<file path="src/include/guard_consts.svh">
`ifndef GUARD_CONSTS_SVH
`define GUARD_CONSTS_SVH

// ----------------------------------------------------------------
// unlock key register and key values
// ----------------------------------------------------------------
`define GUARD_KEY_ADDR 8'hC7
`define GUARD_KEY_FIRST 8'hAA
`define GUARD_KEY_SECOND 8'h55

// ----------------------------------------------------------------
// window length in memory cycles
// ----------------------------------------------------------------
`define GUARD_WINDOW_CYCLES 2'h3

// ----------------------------------------------------------------
// byte addresses of the guarded registers
// ----------------------------------------------------------------
`define GUARD_WDOG_ADDR 8'hD8
`define GUARD_EXINT_ADDR 8'hE1
`define GUARD_ADDRCTL_ADDR 8'hE2
`define GUARD_PROGSIZE_ADDR 8'hE3
`define GUARD_FLASH_ADDR 8'hE4

// ----------------------------------------------------------------
// protected lanes of each guarded register
// ----------------------------------------------------------------
`define GUARD_WDOG_PMASK 8'h4B
`define GUARD_EXINT_PMASK 8'h01
`define GUARD_ADDRCTL_PMASK 8'hE0
`define GUARD_PROGSIZE_PMASK 8'h0F
`define GUARD_FLASH_PMASK 8'h0F

// ----------------------------------------------------------------
// field positions inside the watchdog control register
// ----------------------------------------------------------------
`define GUARD_WDOG_RESTART_BIT 0
`define GUARD_WDOG_RESET_EN_BIT 1
`define GUARD_WDOG_IRQ_FLAG_BIT 3
`define GUARD_WDOG_POR_FLAG_BIT 6

// ----------------------------------------------------------------
// reset values of the protected bits
// ----------------------------------------------------------------
`define GUARD_WDOG_RESET 8'h00
`define GUARD_EXINT_RESET 8'h00
`define GUARD_ADDRCTL_RESET 8'h00
`define GUARD_PROGSIZE_RESET 8'h00
`define GUARD_FLASH_RESET 8'h00

`endif

</file>
<file path="src/include/guard_pkg.sv">
package guard_pkg;

  // ----------------------------------------------------------------
  // unlock sequence states
  // ----------------------------------------------------------------
  typedef enum logic [1:0] {
    ST_LOCKED,
    ST_ARMED,
    ST_OPEN
  } guard_state_t;

endpackage

</file>
<file path="src/verilog/window_timer.sv">
`timescale 1ns/1ps
`include "guard_consts.svh"

module window_timer (
  // clock and reset
  input wire logic i_clk,
  input wire logic i_rst,
  // control
  input wire logic i_load,
  input wire logic i_tick,
  // status
  output logic [1:0] o_left,
  output logic o_live
);

  logic [1:0] left_q;

  // load restarts the count, each memory cycle spends one
  always_ff @(posedge i_clk or posedge i_rst) begin
    if (i_rst) begin
      left_q <= 2'h0;
    end else if (i_load) begin
      left_q <= `GUARD_WINDOW_CYCLES;
    end else if (i_tick && left_q != 2'h0) begin
      left_q <= left_q - 2'h1;
    end
  end

  assign o_left = left_q;
  assign o_live = (left_q != 2'h0);

endmodule

</file>
<file path="src/verilog/timed_access_write_guard.sv">
`timescale 1ns/1ps
`include "guard_consts.svh"

module timed_access_write_guard (
  // clock and reset
  input wire logic i_clk,
  input wire logic i_rst,
  // memory cycle strobe from the core
  input wire logic i_mem_cycle,
  // byte write from the core
  input wire logic i_sfr_wr,
  input wire logic [7:0] i_sfr_addr,
  input wire logic [7:0] i_sfr_wdata,
  // single-bit write from the core
  input wire logic i_bit_wr,
  input wire logic [7:0] i_bit_addr,
  input wire logic i_bit_value,
  // hardware flag events
  input wire logic i_wdog_flag_set,
  input wire logic i_por_flag_set,
  // lanes the core may store itself
  output logic [7:0] o_pass_mask,
  // guard status
  output logic o_window_open,
  output logic o_write_refused,
  // protected bit values
  output logic [7:0] o_wdog_bits,
  output logic [7:0] o_exint_bits,
  output logic [7:0] o_addrctl_bits,
  output logic [7:0] o_progsize_bits,
  output logic [7:0] o_flash_bits
);

  // ----------------------------------------------------------------
  // declarations
  // ----------------------------------------------------------------
  guard_pkg::guard_state_t state_q;
  guard_pkg::guard_state_t state_d;
  logic eff_wr;
  logic [7:0] eff_addr;
  logic [7:0] eff_data;
  logic [7:0] eff_mask;
  logic key_wr;
  logic key_first;
  logic key_second;
  logic timer_load;
  logic [1:0] win_left;
  logic win_live;
  logic gate;
  logic [7:0] prot_mask;
  logic [7:0] lane_ok;
  logic [7:0] wdog_q;
  logic [7:0] wdog_d;
  logic [7:0] exint_q;
  logic [7:0] addrctl_q;
  logic [7:0] progsize_q;
  logic [7:0] flash_q;
  logic refused_q;

  // replace masked lanes of a stored byte
  function automatic logic [7:0] merge(input logic [7:0] old_v,
                                       input logic [7:0] new_v,
                                       input logic [7:0] mask);
    merge = (old_v & ~mask) | (new_v & mask);
  endfunction

  // ----------------------------------------------------------------
  // access decode
  // ----------------------------------------------------------------

  // bit writes become one-lane byte writes to the bit-addressable byte
  always_comb begin
    eff_wr = 1'b0;
    eff_addr = i_sfr_addr;
    eff_data = i_sfr_wdata;
    eff_mask = 8'h00;
    if (i_sfr_wr) begin
      eff_wr = 1'b1;
      eff_mask = 8'hFF;
    end else if (i_bit_wr && i_bit_addr[7]) begin
      eff_wr = 1'b1;
      eff_addr = {i_bit_addr[7:3], 3'h0};
      eff_mask = 8'h01 << i_bit_addr[2:0];
      eff_data = {8{i_bit_value}};
    end
  end

  // key writes are whole-byte writes to the unlock key register
  assign key_wr = i_sfr_wr && (i_sfr_addr == `GUARD_KEY_ADDR);
  assign key_first = key_wr && (i_sfr_wdata == `GUARD_KEY_FIRST);
  assign key_second = key_wr && (i_sfr_wdata == `GUARD_KEY_SECOND);

  // protected lanes of the addressed register
  always_comb begin
    case (eff_addr)
      `GUARD_WDOG_ADDR: prot_mask = `GUARD_WDOG_PMASK;
      `GUARD_EXINT_ADDR: prot_mask = `GUARD_EXINT_PMASK;
      `GUARD_ADDRCTL_ADDR: prot_mask = `GUARD_ADDRCTL_PMASK;
      `GUARD_PROGSIZE_ADDR: prot_mask = `GUARD_PROGSIZE_PMASK;
      `GUARD_FLASH_ADDR: prot_mask = `GUARD_FLASH_PMASK;
      default: prot_mask = 8'h00;
    endcase
  end

  // ----------------------------------------------------------------
  // unlock sequence
  // ----------------------------------------------------------------

  // one timer serves both the arming and the open phase
  window_timer u_timer (
    .i_clk(i_clk),
    .i_rst(i_rst),
    .i_load(timer_load),
    .i_tick(i_mem_cycle),
    .o_left(win_left),
    .o_live(win_live)
  );

  // next state of the unlock sequence
  always_comb begin
    state_d = state_q;
    timer_load = 1'b0;
    case (state_q)
      guard_pkg::ST_LOCKED: begin
        if (key_first) begin
          state_d = guard_pkg::ST_ARMED;
          timer_load = 1'b1;
        end
      end
      guard_pkg::ST_ARMED: begin
        if (key_second && win_live) begin
          state_d = guard_pkg::ST_OPEN;
          timer_load = 1'b1;
        end else if (key_first) begin
          timer_load = 1'b1;
        end else if (eff_wr || !win_live) begin
          state_d = guard_pkg::ST_LOCKED;
        end
      end
      guard_pkg::ST_OPEN: begin
        if (key_first) begin
          state_d = guard_pkg::ST_ARMED;
          timer_load = 1'b1;
        end else if (key_wr) begin
          state_d = guard_pkg::ST_LOCKED;
        end else if (!win_live) begin
          state_d = guard_pkg::ST_LOCKED;
        end
      end
      default: begin
        state_d = guard_pkg::ST_LOCKED;
      end
    endcase
  end

  // sequence state register
  always_ff @(posedge i_clk or posedge i_rst) begin
    if (i_rst) begin
      state_q <= guard_pkg::ST_LOCKED;
    end else begin
      state_q <= state_d;
    end
  end

  // window stays open only while cycles remain
  assign gate = (state_q == guard_pkg::ST_OPEN) && win_live;
  assign lane_ok = gate ? eff_mask : 8'h00;

  // ----------------------------------------------------------------
  // protected storage
  // ----------------------------------------------------------------

  // watchdog bits: restart self-clears, hardware flag set beats clear
  always_comb begin
    wdog_d = wdog_q;
    wdog_d[`GUARD_WDOG_RESTART_BIT] = 1'b0;
    if (eff_wr && eff_addr == `GUARD_WDOG_ADDR) begin
      wdog_d = merge(wdog_q, eff_data, lane_ok & `GUARD_WDOG_PMASK);
    end
    if (i_wdog_flag_set) begin
      wdog_d[`GUARD_WDOG_IRQ_FLAG_BIT] = 1'b1;
    end
    if (i_por_flag_set) begin
      wdog_d[`GUARD_WDOG_POR_FLAG_BIT] = 1'b1;
    end
  end

  // watchdog register
  always_ff @(posedge i_clk or posedge i_rst) begin
    if (i_rst) begin
      wdog_q <= `GUARD_WDOG_RESET;
    end else begin
      wdog_q <= wdog_d & `GUARD_WDOG_PMASK;
    end
  end

  // bandgap select
  always_ff @(posedge i_clk or posedge i_rst) begin
    if (i_rst) begin
      exint_q <= `GUARD_EXINT_RESET;
    end else if (eff_wr && eff_addr == `GUARD_EXINT_ADDR) begin
      exint_q <= merge(exint_q, eff_data,
                       lane_ok & `GUARD_EXINT_PMASK);
    end
  end

  // page mode controls
  always_ff @(posedge i_clk or posedge i_rst) begin
    if (i_rst) begin
      addrctl_q <= `GUARD_ADDRCTL_RESET;
    end else if (eff_wr && eff_addr == `GUARD_ADDRCTL_ADDR) begin
      addrctl_q <= merge(addrctl_q, eff_data,
                         lane_ok & `GUARD_ADDRCTL_PMASK);
    end
  end

  // program size and program ram enable
  always_ff @(posedge i_clk or posedge i_rst) begin
    if (i_rst) begin
      progsize_q <= `GUARD_PROGSIZE_RESET;
    end else if (eff_wr && eff_addr == `GUARD_PROGSIZE_ADDR) begin
      progsize_q <= merge(progsize_q, eff_data,
                          lane_ok & `GUARD_PROGSIZE_PMASK);
    end
  end

  // flash command bits
  always_ff @(posedge i_clk or posedge i_rst) begin
    if (i_rst) begin
      flash_q <= `GUARD_FLASH_RESET;
    end else if (eff_wr && eff_addr == `GUARD_FLASH_ADDR) begin
      flash_q <= merge(flash_q, eff_data,
                       lane_ok & `GUARD_FLASH_PMASK);
    end
  end

  // one-cycle flag for a protected lane that was refused
  always_ff @(posedge i_clk or posedge i_rst) begin
    if (i_rst) begin
      refused_q <= 1'b0;
    end else begin
      refused_q <= eff_wr && !gate && ((eff_mask & prot_mask) != 8'h00);
    end
  end

  // ----------------------------------------------------------------
  // outputs
  // ----------------------------------------------------------------

  // unguarded lanes pass to the core's own storage, except on key writes
  assign o_pass_mask = (eff_wr && !key_wr) ?
                       (eff_mask & ~prot_mask) : 8'h00;
  assign o_window_open = gate;
  assign o_write_refused = refused_q;
  assign o_wdog_bits = wdog_q;
  assign o_exint_bits = exint_q;
  assign o_addrctl_bits = addrctl_q;
  assign o_progsize_bits = progsize_q;
  assign o_flash_bits = flash_q;
endmodule

</file>
<file path="config.mk">
export PLATFORM = sky130hd
export DESIGN_NAME = timed_access_write_guard
export DESIGN_NICKNAME = d
export VERILOG_FILES = /design/src/include/guard_pkg.sv /design/src/verilog/window_timer.sv /design/src/verilog/timed_access_write_guard.sv
export VERILOG_INCLUDE_DIRS = /design/src /design/src/include
export SDC_FILE = /design/constraint.sdc
export NUM_CORES = 1
export LEC_CHECK = 0
export BUFFER_PORTS_ARGS = -buffer_cell sky130_fd_sc_hd__buf_2
export CORE_ASPECT_RATIO = 0.7
export CORE_MARGIN = 10
export CORE_UTILIZATION = 46
export DETAILED_ROUTE_END_ITERATION = 16
export PLACE_DENSITY = 0.91
export SETUP_SLACK_MARGIN = 0.4
export SYNTH_ARGS = -nofsm -noshare
export SYNTH_HDL_FRONTEND = slang
export SYNTH_SLANG_ARGS = --single-unit
</file>
<file path="constraint.sdc">
create_clock -name i_clk -period 2 [get_ports i_clk]
set_clock_uncertainty 0.15 [all_clocks]
set_input_delay 0 -clock i_clk [delete_from_list [all_inputs] [get_ports i_clk]]
set_output_delay 0 -clock i_clk [all_outputs]
set_load 0.02 [all_outputs]
</file>
==> results of run 1 <==
==> logic make-up (layout without fill, tap and decap cells) <==
| family | after synthesis | after routing | share of synthesized area, % |
|---|---|---|---|
| simple gates | 96 | 96 | 32.81 |
| compound gates | 35 | 35 | 13.71 |
| buf+inv | 35 | 84 | 13.26 |
| flops | 21 | 21 | 31.46 |
| mux | 10 | 10 | 6.742 |
| xor+xnor | 2 | 2 | 1.049 |
| fa+ha+maj | 1 | 1 | 0.7489 |
| other cells | 1 | 24 | 0.2245 |
==> final cells by class <==
| type | count | area share [%] |
|---|---|---|
| Timing Repair Buffer | 75 | 20.12 |
| Sequential cell | 21 | 23.74 |
| Inverter | 5 | 1.074 |
| Multi-Input combinational cell | 168 | 50.20 |
| Tap cell | 50 | 2.826 |
| Clock buffer | 4 | 2.035 |
==> how the worst max path moves through the flow <==
stage	end	startpoint	cells after the start	slack (ns)
2_1_floorplan	flip-flop	u_timer.o_left[1]	8	0.32
3_3_place_gp	flip-flop	i_sfr_wr	6	0.26
3_5_place_dp	flip-flop	i_sfr_wr	6	0.21
4_1_cts	flip-flop	u_timer.o_left[1]	8	0.31
5_1_grt	o_wdog_bits[6]	u_timer.o_left[1]	8	0.14
6_report	o_wdog_bits[6]	u_timer.o_left[1]	8	0.22
==> worst min-delay path, stage by stage <==
cell     delay (ns)
buf_2          0.10
nand2_1        0.05
nand2_1        0.10
mux2_2         0.15
==> per-stage QoR <==
step	instance area [um^2]	instances
2_1_floorplan	1782	224
3_3_place_gp	1933	302
3_5_place_dp	1933	302
4_1_cts	2113	318
5_1_grt	2213	323
6_report	2213	323
==> cells in the mapped netlist (all sizes together) (4+ instances only) <==
| cell type | count | area [um^2] |
|---|---|---|
| a21oi | 11 | 55.05 |
| a31oi | 7 | 43.79 |
| and3b | 4 | 35.03 |
| buf | 24 | 180.2 |
| clkbuf | 6 | 22.52 |
| dfrtp | 21 | 525.5 |
| inv | 5 | 18.77 |
| mux2 | 10 | 112.6 |
| nand2 | 23 | 86.33 |
| nand2b | 4 | 25.02 |
| nand3b | 5 | 50.05 |
| nor2 | 25 | 93.84 |
| nor2b | 4 | 25.02 |
| nor3 | 4 | 20.02 |
==> power by group <==
group	total (uW)	switching, uW	leakage [uW]	internal [uW]
sequential	459	12.4	0.000279	447
clock	274	132	0.0000228	142
combinational	403	238	0.000815	165
==> routing by layer <==
| metal | vias up | GRT usage, % | wire [um] |
|---|---|---|---|
| met5 | - | 0 | 0 |
| met4 | 0 | 2.389 | 84 |
| met3 | 10 | 6.510 | 595 |
| met2 | 99 | 24.84 | 2672 |
| met1 | 800 | 18.13 | 2178 |
| li1 | 811 | - | - |
==> timing repair <==
| action | in CTS | in global routing |
|---|---|---|
| hold buffers | 10 | 0 |
| pin swaps | 3 | 4 |
| resized for setup | 6 | 15 |
| setup endpoints to repair | 16 | 19 |
| setup buffers | 2 | 5 |
| endpoints found under the hold margin | 30 | 0 |
==> impl_metrics.env, run 1 <==
export IMPL_fin_util_pct=63.00
export IMPL_tns_ns=0
export IMPL_min_path_cells=4
export IMPL_htreeDepth=1
export IMPL_grt_util_all_layers_pct=15.12
export IMPL_avgViaCountPerCell=5.325
export IMPL_clock_sinks=21
export IMPL_fin_crit_sh_pct=89.00
export IMPL_grt_antenna_before_repair=0
export IMPL_outcome="finished clean"
export IMPL_cp_start_kind="flip-flop"
export IMPL_r2r_start="u_timer.o_left[1]"
export IMPL_pre_cts_slack_ns=0.2141
export IMPL_initial_utilization_pct=47.54
export IMPL_cp_cell_sequence="inv_2, ha_4, nor2_4, nand2_4, buf_4, a211oi_4, nor2b_1, a211o_1"
export IMPL_arrival_ns=1.78
export IMPL_fin_nets=307
export IMPL_syn_to_final_growth_pct=32.51
export IMPL_crit_family="compound AO/OA/AOI/OAI gates"
export IMPL_final_cell_mix="57 x buf_2, 24 x conb_1, 22 x nor2_1"
export IMPL_place_port_buffers=57
export IMPL_worstPathMaxFanout=4
export IMPL_slew_headroom_pct=48.37
export IMPL_fillers=284
export IMPL_syn_inst=201
export IMPL_ir_worst_vdd_mv=0.4861
export IMPL_clock_path_buffers=2
export IMPL_die_area_um2=6480
export IMPL_routed_wl_um=5529
export IMPL_num_antenna_cells=0
export IMPL_fmax_ghz=0.5618
export IMPL_globalplace_congestion=0.9216
export IMPL_drv_slew=0
export IMPL_p_leak_uw=0.001116
export IMPL_max_cap_violations=0
export IMPL_finalSetupViolCount=0
export IMPL_ant_nets=0
export IMPL_setup_ws_ns=0.2200
export IMPL_cts_made_buffers=3
export IMPL_clkTransAtPathRegs_ns=0.07
export IMPL_power_uw=1136
export IMPL_r2r_end="o_wdog_bits[6]"
export IMPL_end_kind="flip-flop"
export IMPL_synth_avg_cell_area_um2=8.310
export IMPL_first_iter_violations=283
export IMPL_critPathKind="flip-flop to flip-flop"
export IMPL_async_reset_ff_share_pct=100.0
export IMPL_cp_slowest_stage_delay_ns=0.37
export IMPL_rsz0062_at_grt="yes"
export IMPL_synth_edf_count=0
export IMPL_synth_seq_cells=21
export IMPL_whs_ns=0.01990
export IMPL_root_buffer="clkbuf_8"
export IMPL_rr_worst_depth=8
export IMPL_die_w_um=92.03
export IMPL_seqCellArea_um2=525.5
export IMPL_num_rows=18
export IMPL_drt_pass1_iter_count=4
export IMPL_holdCritPathClass="input port to flip-flop"
export IMPL_drc=0
export IMPL_wl_per_cell_um=17.12
export IMPL_r2r_slack_ns=0.22
export IMPL_grt_first_pass_wirelength_um=8259
export IMPL_ys_flop_type="dfrtp_1"
export IMPL_layout_commonest_cell="buf_2"
export IMPL_power_density_nw_per_um2=513.2
export IMPL_ys_seq_area_share_pct=31.46
export IMPL_multi_input_area_um2=1111
export IMPL_layout_min_cycle_time_ns=1.780
export IMPL_dpl_hpwl_um=3998
export IMPL_synth_cell_types=44
export IMPL_num_io_pins=82
export IMPL_worstMarginPinSlew_ns=0.7736
export IMPL_clk_latency_ns=0.26
export IMPL_drive_gt1_share_pct=37.00
export IMPL_cts_tree="done"
export IMPL_min_from="i_sfr_wdata[1]"
export IMPL_syn_cell_area_um2=1670
export IMPL_grt_start_max_net_pins=23
export IMPL_vias=1720
export IMPL_worstPathRequired_ns=2.00
export IMPL_grt_pass1_vias=1695
export IMPL_critPathSlowestCell="dfrtp_1"
export IMPL_yosys_warnings=0
export IMPL_path_buf_inv=2
export IMPL_die_height_um=70.42
export IMPL_hold_viol_final=0
export IMPL_grt_overflow=0
export IMPL_coreArea_um2=3513
(Power assumes the default switching activity.)
==> inputs of run 2 (changes only) <==
Settings changed: CORE_UTILIZATION 46 to 45, PLACE_DENSITY 0.91 to 0.9.
==> run 2 against run 1 <==
Compared with the run above: setup slack improved by 0.060 ns; sequential power is essentially flat; clock-buffer cell count fell by 1; highest routed layer unchanged; non-clock buffer count unchanged; sequential share of layout area decreased by 0.23 points; core utilization down 0.20 points; wire length decreased by 5.5%; cell count is the same; fmax is 3.5% higher; design area grew 0.96%; global-route usage fell by 0.54 points.
==> impl_metrics.env, run 2 (same netlist as run 1, synthesis figures left out) <==
export IMPL_outcome="finished clean"
export IMPL_cts_tree="done"
export IMPL_switchingPower_uw=387.9
export IMPL_num_io_pins=82
export IMPL_place_port_buffers=57
export IMPL_ir_worst_vdd_mv=0.3484
export IMPL_syn_to_final_growth_pct=33.78
export IMPL_fin_crit_sh_pct=85.99
export IMPL_place_inst=302
export IMPL_end_kind="flip-flop"
export IMPL_fin_cells=323
export IMPL_tns_ns=0
export IMPL_drive_gt1_share_pct=37.73
export IMPL_pwr_share_comb_pct=35.2
export IMPL_seqPwrFrac_pct=40.2
export IMPL_coreArea_um2=3558
export IMPL_holdCritPathClass="input port to flip-flop"
export IMPL_pwr_share_clk_pct=24.6
export IMPL_die_area_um2=6588
export IMPL_grt_util_all_layers_pct=14.58
export IMPL_clk_latency_ns=0.26
export IMPL_setup_ws_ns=0.2802
export IMPL_ant_nets=0
export IMPL_drt_pass1_iter_count=4
export IMPL_die_height_um=70.98
export IMPL_clock_sinks=21
export IMPL_fillers=311
export IMPL_globalplace_congestion=0.8900
export IMPL_dpl_cell_area_um2=1933
export IMPL_slew_headroom_pct=47.62
export IMPL_worstMarginPinSlew_ns=0.7849
export IMPL_fmax_ghz=0.5815
export IMPL_vias=1725
export IMPL_switching_share_pct=34.08
export IMPL_drv_slew=0
export IMPL_initial_utilization_pct=46.94
export IMPL_power_density_nw_per_um2=509.2
export IMPL_grt_start_max_net_pins=23
export IMPL_dpl_hpwl_um=4052
export IMPL_grt_antenna_before_repair=0
export IMPL_first_iter_violations=143
export IMPL_arrival_ns=1.72
export IMPL_internal_power_uw=750.1
export IMPL_grt_first_pass_wirelength_um=8155
export IMPL_final_area_um2=2235
export IMPL_die_w_um=92.82
export IMPL_layout_min_cycle_time_ns=1.720
export IMPL_num_rows=18
export IMPL_grt_pass1_vias=1745
export IMPL_root_buffer="clkbuf_8"
export IMPL_layout_commonest_cell="buf_2"
export IMPL_worstPathRequired_ns=2.00
export IMPL_cp_start_kind="flip-flop"
export IMPL_p_leak_uw=0.001121
export IMPL_routed_wl_um=5227
export IMPL_final_cell_mix="57 x buf_2, 24 x conb_1, 21 x nand2_1, 21 x dfrtp_1, 17 x nor2_1"
export IMPL_wl_per_cell_um=16.18
export IMPL_power_uw=1138
export IMPL_rsz0062_at_grt="yes"
export IMPL_fin_nets=307
export IMPL_avgViaCountPerCell=5.341
export IMPL_drc=0
export IMPL_multi_input_area_um2=1126
export IMPL_clock_path_buffers=2
export IMPL_grt_overflow=0
export IMPL_htreeDepth=1
export IMPL_hold_viol_final=0
export IMPL_max_cap_violations=0
export IMPL_worstPathMaxFanout=5
export IMPL_critPathKind="flip-flop to flip-flop"
export IMPL_finalSetupViolCount=0
export IMPL_pre_cts_slack_ns=0.2155
export IMPL_clkTransAtPathRegs_ns=0.08
export IMPL_seqCellArea_um2=525.5
export IMPL_num_antenna_cells=0
export IMPL_cts_made_buffers=3
[run 2: power by group through the flow]
stage	Sequential [uW]	Combinational [uW]	Clock (uW)
after floorplan	466	271	0
after global placement	466	326	0
after detailed placement	466	336	0
after CTS	458	374	285
after global routing	461	440	298
final	458	400	280
[run 2: through the flow]
stage | hold slack (ns) | utilization, %
floorplan | -0.1735 | -
global placement | 0.02276 | 54.32
detailed placement | 0.04083 | 54.32
CTS | 0.02990 | 59.74
global route | 0.05964 | 62.80
finish | 0.06361 | 62.80
[run 2: final cells by class]
type | instances | area share [%]
Clock buffer | 3 | 1.848
Inverter | 5 | 1.064
Timing Repair Buffer | 75 | 20.16
Sequential cell | 21 | 23.52
Clock inverter | 1 | 0.2240
Tap cell | 50 | 2.800
Multi-Input combinational cell | 168 | 50.39
[run 2: timing repair]
item,in CTS,in global routing
resized for setup,5,21
hold buffers,12,0
buffers inserted,1,4
setup endpoints to repair,13,20
pin swaps,3,5
endpoints found under the hold margin,32,0
[run 2: per-layer routing]
| layer | GRT usage, % | wire (um) | up-vias |
|---|---|---|---|
| li1 | - | - | 815 |
| met1 | 17.74 | 2091 | 797 |
| met2 | 24.28 | 2532 | 109 |
| met3 | 5.796 | 591 | 4 |
| met4 | 1.877 | 11 | 0 |
| met5 | 0 | 0 | - |
[run 2: final timing paths]
check / from / end / slack, ns / cells past startpoint
min in group asynchronous: i_rst / async pin / 0.28 / 3
max in group asynchronous: i_rst / async pin / 0.93 / 3
worst min-delay path: i_bit_addr[5] / o_wdog_bits[0] / 0.06 / 4
worst max-delay path: u_timer.o_left[1] / flip-flop / 0.28 / 8
worst max register to register: u_timer.o_left[1] / flip-flop / 0.28 / 8
worst min register to register: flip-flop / flip-flop / 0.36 / 1
[run 2: critical path: stages (launching register included)]
cell and delay, ns:
dfrtp_1 0.36, inv_2 0.05, ha_4 0.17, nor2_4 0.10, nand2_4 0.08, inv_6 0.07, nand2b_1 0.11, nor2_1 0.16
mux2_2 0.35
==> inputs of run 3 (changes only) <==
Settings changed: HOLD_SLACK_MARGIN from default to 0.05, PLACE_DENSITY 0.9 to 0.89, SYNTH_HIERARCHICAL from default to 1.
==> run 3 against run 2 <==
Compared with the run above: the run now ends with negative setup slack left; sequential share of layout area is 2.3 points lower; synthesized cell count decreased by 9.5%; setup slack worse by 0.42 ns; worst hold slack better by 0.0086 ns; largest cell class unchanged.
==> impl_metrics.env, run 3 <==
export IMPL_slew_headroom_pct=48.91
export IMPL_finalSetupViolCount=2
export IMPL_final_area_um2=2477
export IMPL_layout_commonest_cell="buf_2"
export IMPL_grt_pass1_vias=1785
export IMPL_drive_gt1_share_pct=42.80
export IMPL_cts_tree="done"
export IMPL_place_port_buffers=57
export IMPL_synth_area_leaders="dfrtp_1 31%, buf_4 11%, mux2_2 6.7%, a21o_1 4.0%, a21oi_1 3.6%"
export IMPL_async_reset_ff_share_pct=100.0
export IMPL_synth_top_family_by_area="simple AND/OR/NAND/NOR gates"
export IMPL_violations="negative setup slack"
export IMPL_outcome="finished, violations left"
export IMPL_num_io_pins=82
export IMPL_globalplace_congestion=0.8583
export IMPL_critPathKind="flip-flop to flip-flop"
export IMPL_synth_compound_area_share_pct=16.18
export IMPL_layout_min_cycle_time_ns=2.135
export IMPL_syn_to_final_growth_pct=47.65
export IMPL_fmax_ghz=0.4684
export IMPL_yosysMostFrequentCell="buf_4"
export IMPL_max_cap_violations=0
export IMPL_ys_top_cells_by_count="25 x buf_4, 21 x dfrtp_1, 12 x a21oi_1, 12 x nor2_1, 10 x mux2_2"
export IMPL_synth_area_mux_share_pct=9.098
export IMPL_rsz0062_at_grt="yes"
export IMPL_synth_top_cell_by_area="dfrtp_1"
export IMPL_synth_fa_ha_area_share_pct=0.7457
export IMPL_worstPathRequired_ns=2.05
export IMPL_yosys_warnings=6
export IMPL_arrival_ns=2.19
export IMPL_setup_ws_ns=-0.1350
export IMPL_synth_top_area_share_pct=31.32
export IMPL_die_height_um=71.09
export IMPL_clock_path_buffers=2
export IMPL_synth_avg_cell_area_um2=9.219
export IMPL_cp_cell_sequence="inv_2, ha_4, inv_4, nand4bb_1, nor4b_4, nand3_2, a22oi_2, nor2b_1, mux2i_1"
export IMPL_root_buffer="clkbuf_8"
export IMPL_grt_start_max_net_pins=20
export IMPL_ir_worst_vdd_mv=0.6053
export IMPL_coreArea_um2=3558
export IMPL_end_kind="flip-flop"
export IMPL_vias=1932
export IMPL_grt_util_all_layers_pct=17.07
export IMPL_clk_latency_ns=0.28
export IMPL_syn_cell_area_um2=1678
export IMPL_power_density_nw_per_um2=528.4
export IMPL_drv_slew=0
export IMPL_first_iter_violations=228
export IMPL_dpl_cell_area_um2=2003
export IMPL_avgViaCountPerCell=6.019
export IMPL_synth_cell_types=49
export IMPL_hold_viol_final=0
export IMPL_syn_inst=182
export IMPL_routed_wl_um=7118
export IMPL_wl_per_cell_um=22.17
export IMPL_die_w_um=92.99
export IMPL_ant_nets=0
export IMPL_grt_first_pass_wirelength_um=9273
export IMPL_ys_seq_area_share_pct=31.32
export IMPL_holdCritPathClass="input port to flip-flop"
export IMPL_grt_overflow=0
export IMPL_clock_sinks=21
export IMPL_ys_flop_type="dfrtp_1"
export IMPL_fin_crit_sh_pct=106.8
export IMPL_yosys_area_share_simple_pct=26.55
export IMPL_whs_ns=0.07219
export IMPL_drt_pass1_iter_count=6
export IMPL_clkTransAtPathRegs_ns=0.08
export IMPL_worstPathMaxFanout=4
export IMPL_cp_start_kind="flip-flop"
export IMPL_critPathSlowestCell="nor4b_4"
export IMPL_grt_antenna_before_repair=0
export IMPL_htreeDepth=1
export IMPL_p_leak_uw=0.001267
export IMPL_synth_edf_count=0
export IMPL_num_rows=18
export IMPL_cts_made_buffers=3
export IMPL_fin_nets=305
export IMPL_final_cell_mix="56 x buf_2, 24 x conb_1, 21 x dfrtp_1"
export IMPL_worstMarginPinSlew_ns=0.7656
export IMPL_die_area_um2=6610
export IMPL_dpl_hpwl_um=4044
export IMPL_pre_cts_slack_ns=-0.01176
export IMPL_num_antenna_cells=0
export IMPL_fin_util_pct=69.62
export IMPL_initial_utilization_pct=47.15
export IMPL_cp_slowest_stage_delay_ns=0.42
export IMPL_synth_xor_area_share_pct=0.5220
export IMPL_synth_seq_cells=21
export IMPL_tns_ns=-0.2333
export IMPL_drc=0
## run 3: cell count changes after synthesis, moves of 4 or more
cell	before	now
nand2_1	23	6
nor2_1	25	12
a21o_1	1	9
inv_1	5	9
mux2i_1	0	4
## run 3: path summary, 6_finish.rpt
check,from,end,slack [ns],cells past startpoint
setup / recovery,u_timer/o_left[1],u_timer/o_left[0],-0.14,9
hold / removal,i_sfr_wdata[1],state_q[0],0.07,4
setup reg to reg,u_timer/o_left[1],u_timer/o_left[0],-0.14,9
hold reg to reg,flip-flop,flip-flop,0.36,1
max in group asynchronous,i_rst,o_wdog_bits[3],0.94,3
min in group asynchronous,i_rst,o_write_refused,0.27,3
## run 3: repair_timing
item / 4_1_cts / 5_1_grt
hold buffers: 15 / 1
endpoints found under the setup margin: 18 / 27
setup buffers: 5 / 9
pin swaps: 9 / 8
hold endpoints to repair: 38 / 1
gates resized for setup: 15 / 19
## run 3: where the power goes
part / internal [uW] / switching, uW
clock network: 143 / 157
logic: 251 / 295
registers: 449 / 15.0
total: 842 / 467
## run 3: layer usage
metal | track usage [%] | up-vias | part of all wire, %
li1 | - | 797 | -
met1 | 19.98 | 901 | 36
met2 | 29.25 | 185 | 49
met3 | 4.953 | 49 | 9.7
met4 | 5.631 | 0 | 5.8
met5 | 0 | - | 0
## run 3: cells by family (layout without fill, tap and decap cells)
family	after synthesis	after routing
xor+xnor	1	1
other cells	1	24
flops	21	21
fa+ha+maj	1	1
simple gates	64	64
compound gates	39	39
buf+inv	41	107
mux	14	14
## run 3: critical path: cells and delay by family (launching register included)
family	cells	cell delay (ns)
simple gates	4	0.84
flops	1	0.37
fa+ha+maj	1	0.17
compound gates	1	0.26
buf+inv	2	0.12
mux	1	0.15
## run 3: through the flow
| stage | cells | total power (uW) |
|---|---|---|
| 2_1_floorplan | 205 | 783.9 |
| 3_3_place_gp | 287 | 830.2 |
| 3_5_place_dp | 287 | 857.9 |
| 4_1_cts | 311 | 1198 |
| 5_1_grt | 321 | 1354 |
| 6_report | 321 | 1309 |
## run 3: area by class of cell
type                    instances  area (um^2)
well taps                      50        62.56
clock buffers                   4        45.04
multi-input cells             143         1159
inverters                      10        45.04
flip-flops and latches         21        525.5
fillers                       256         1081
repair buffers                 93        640.6
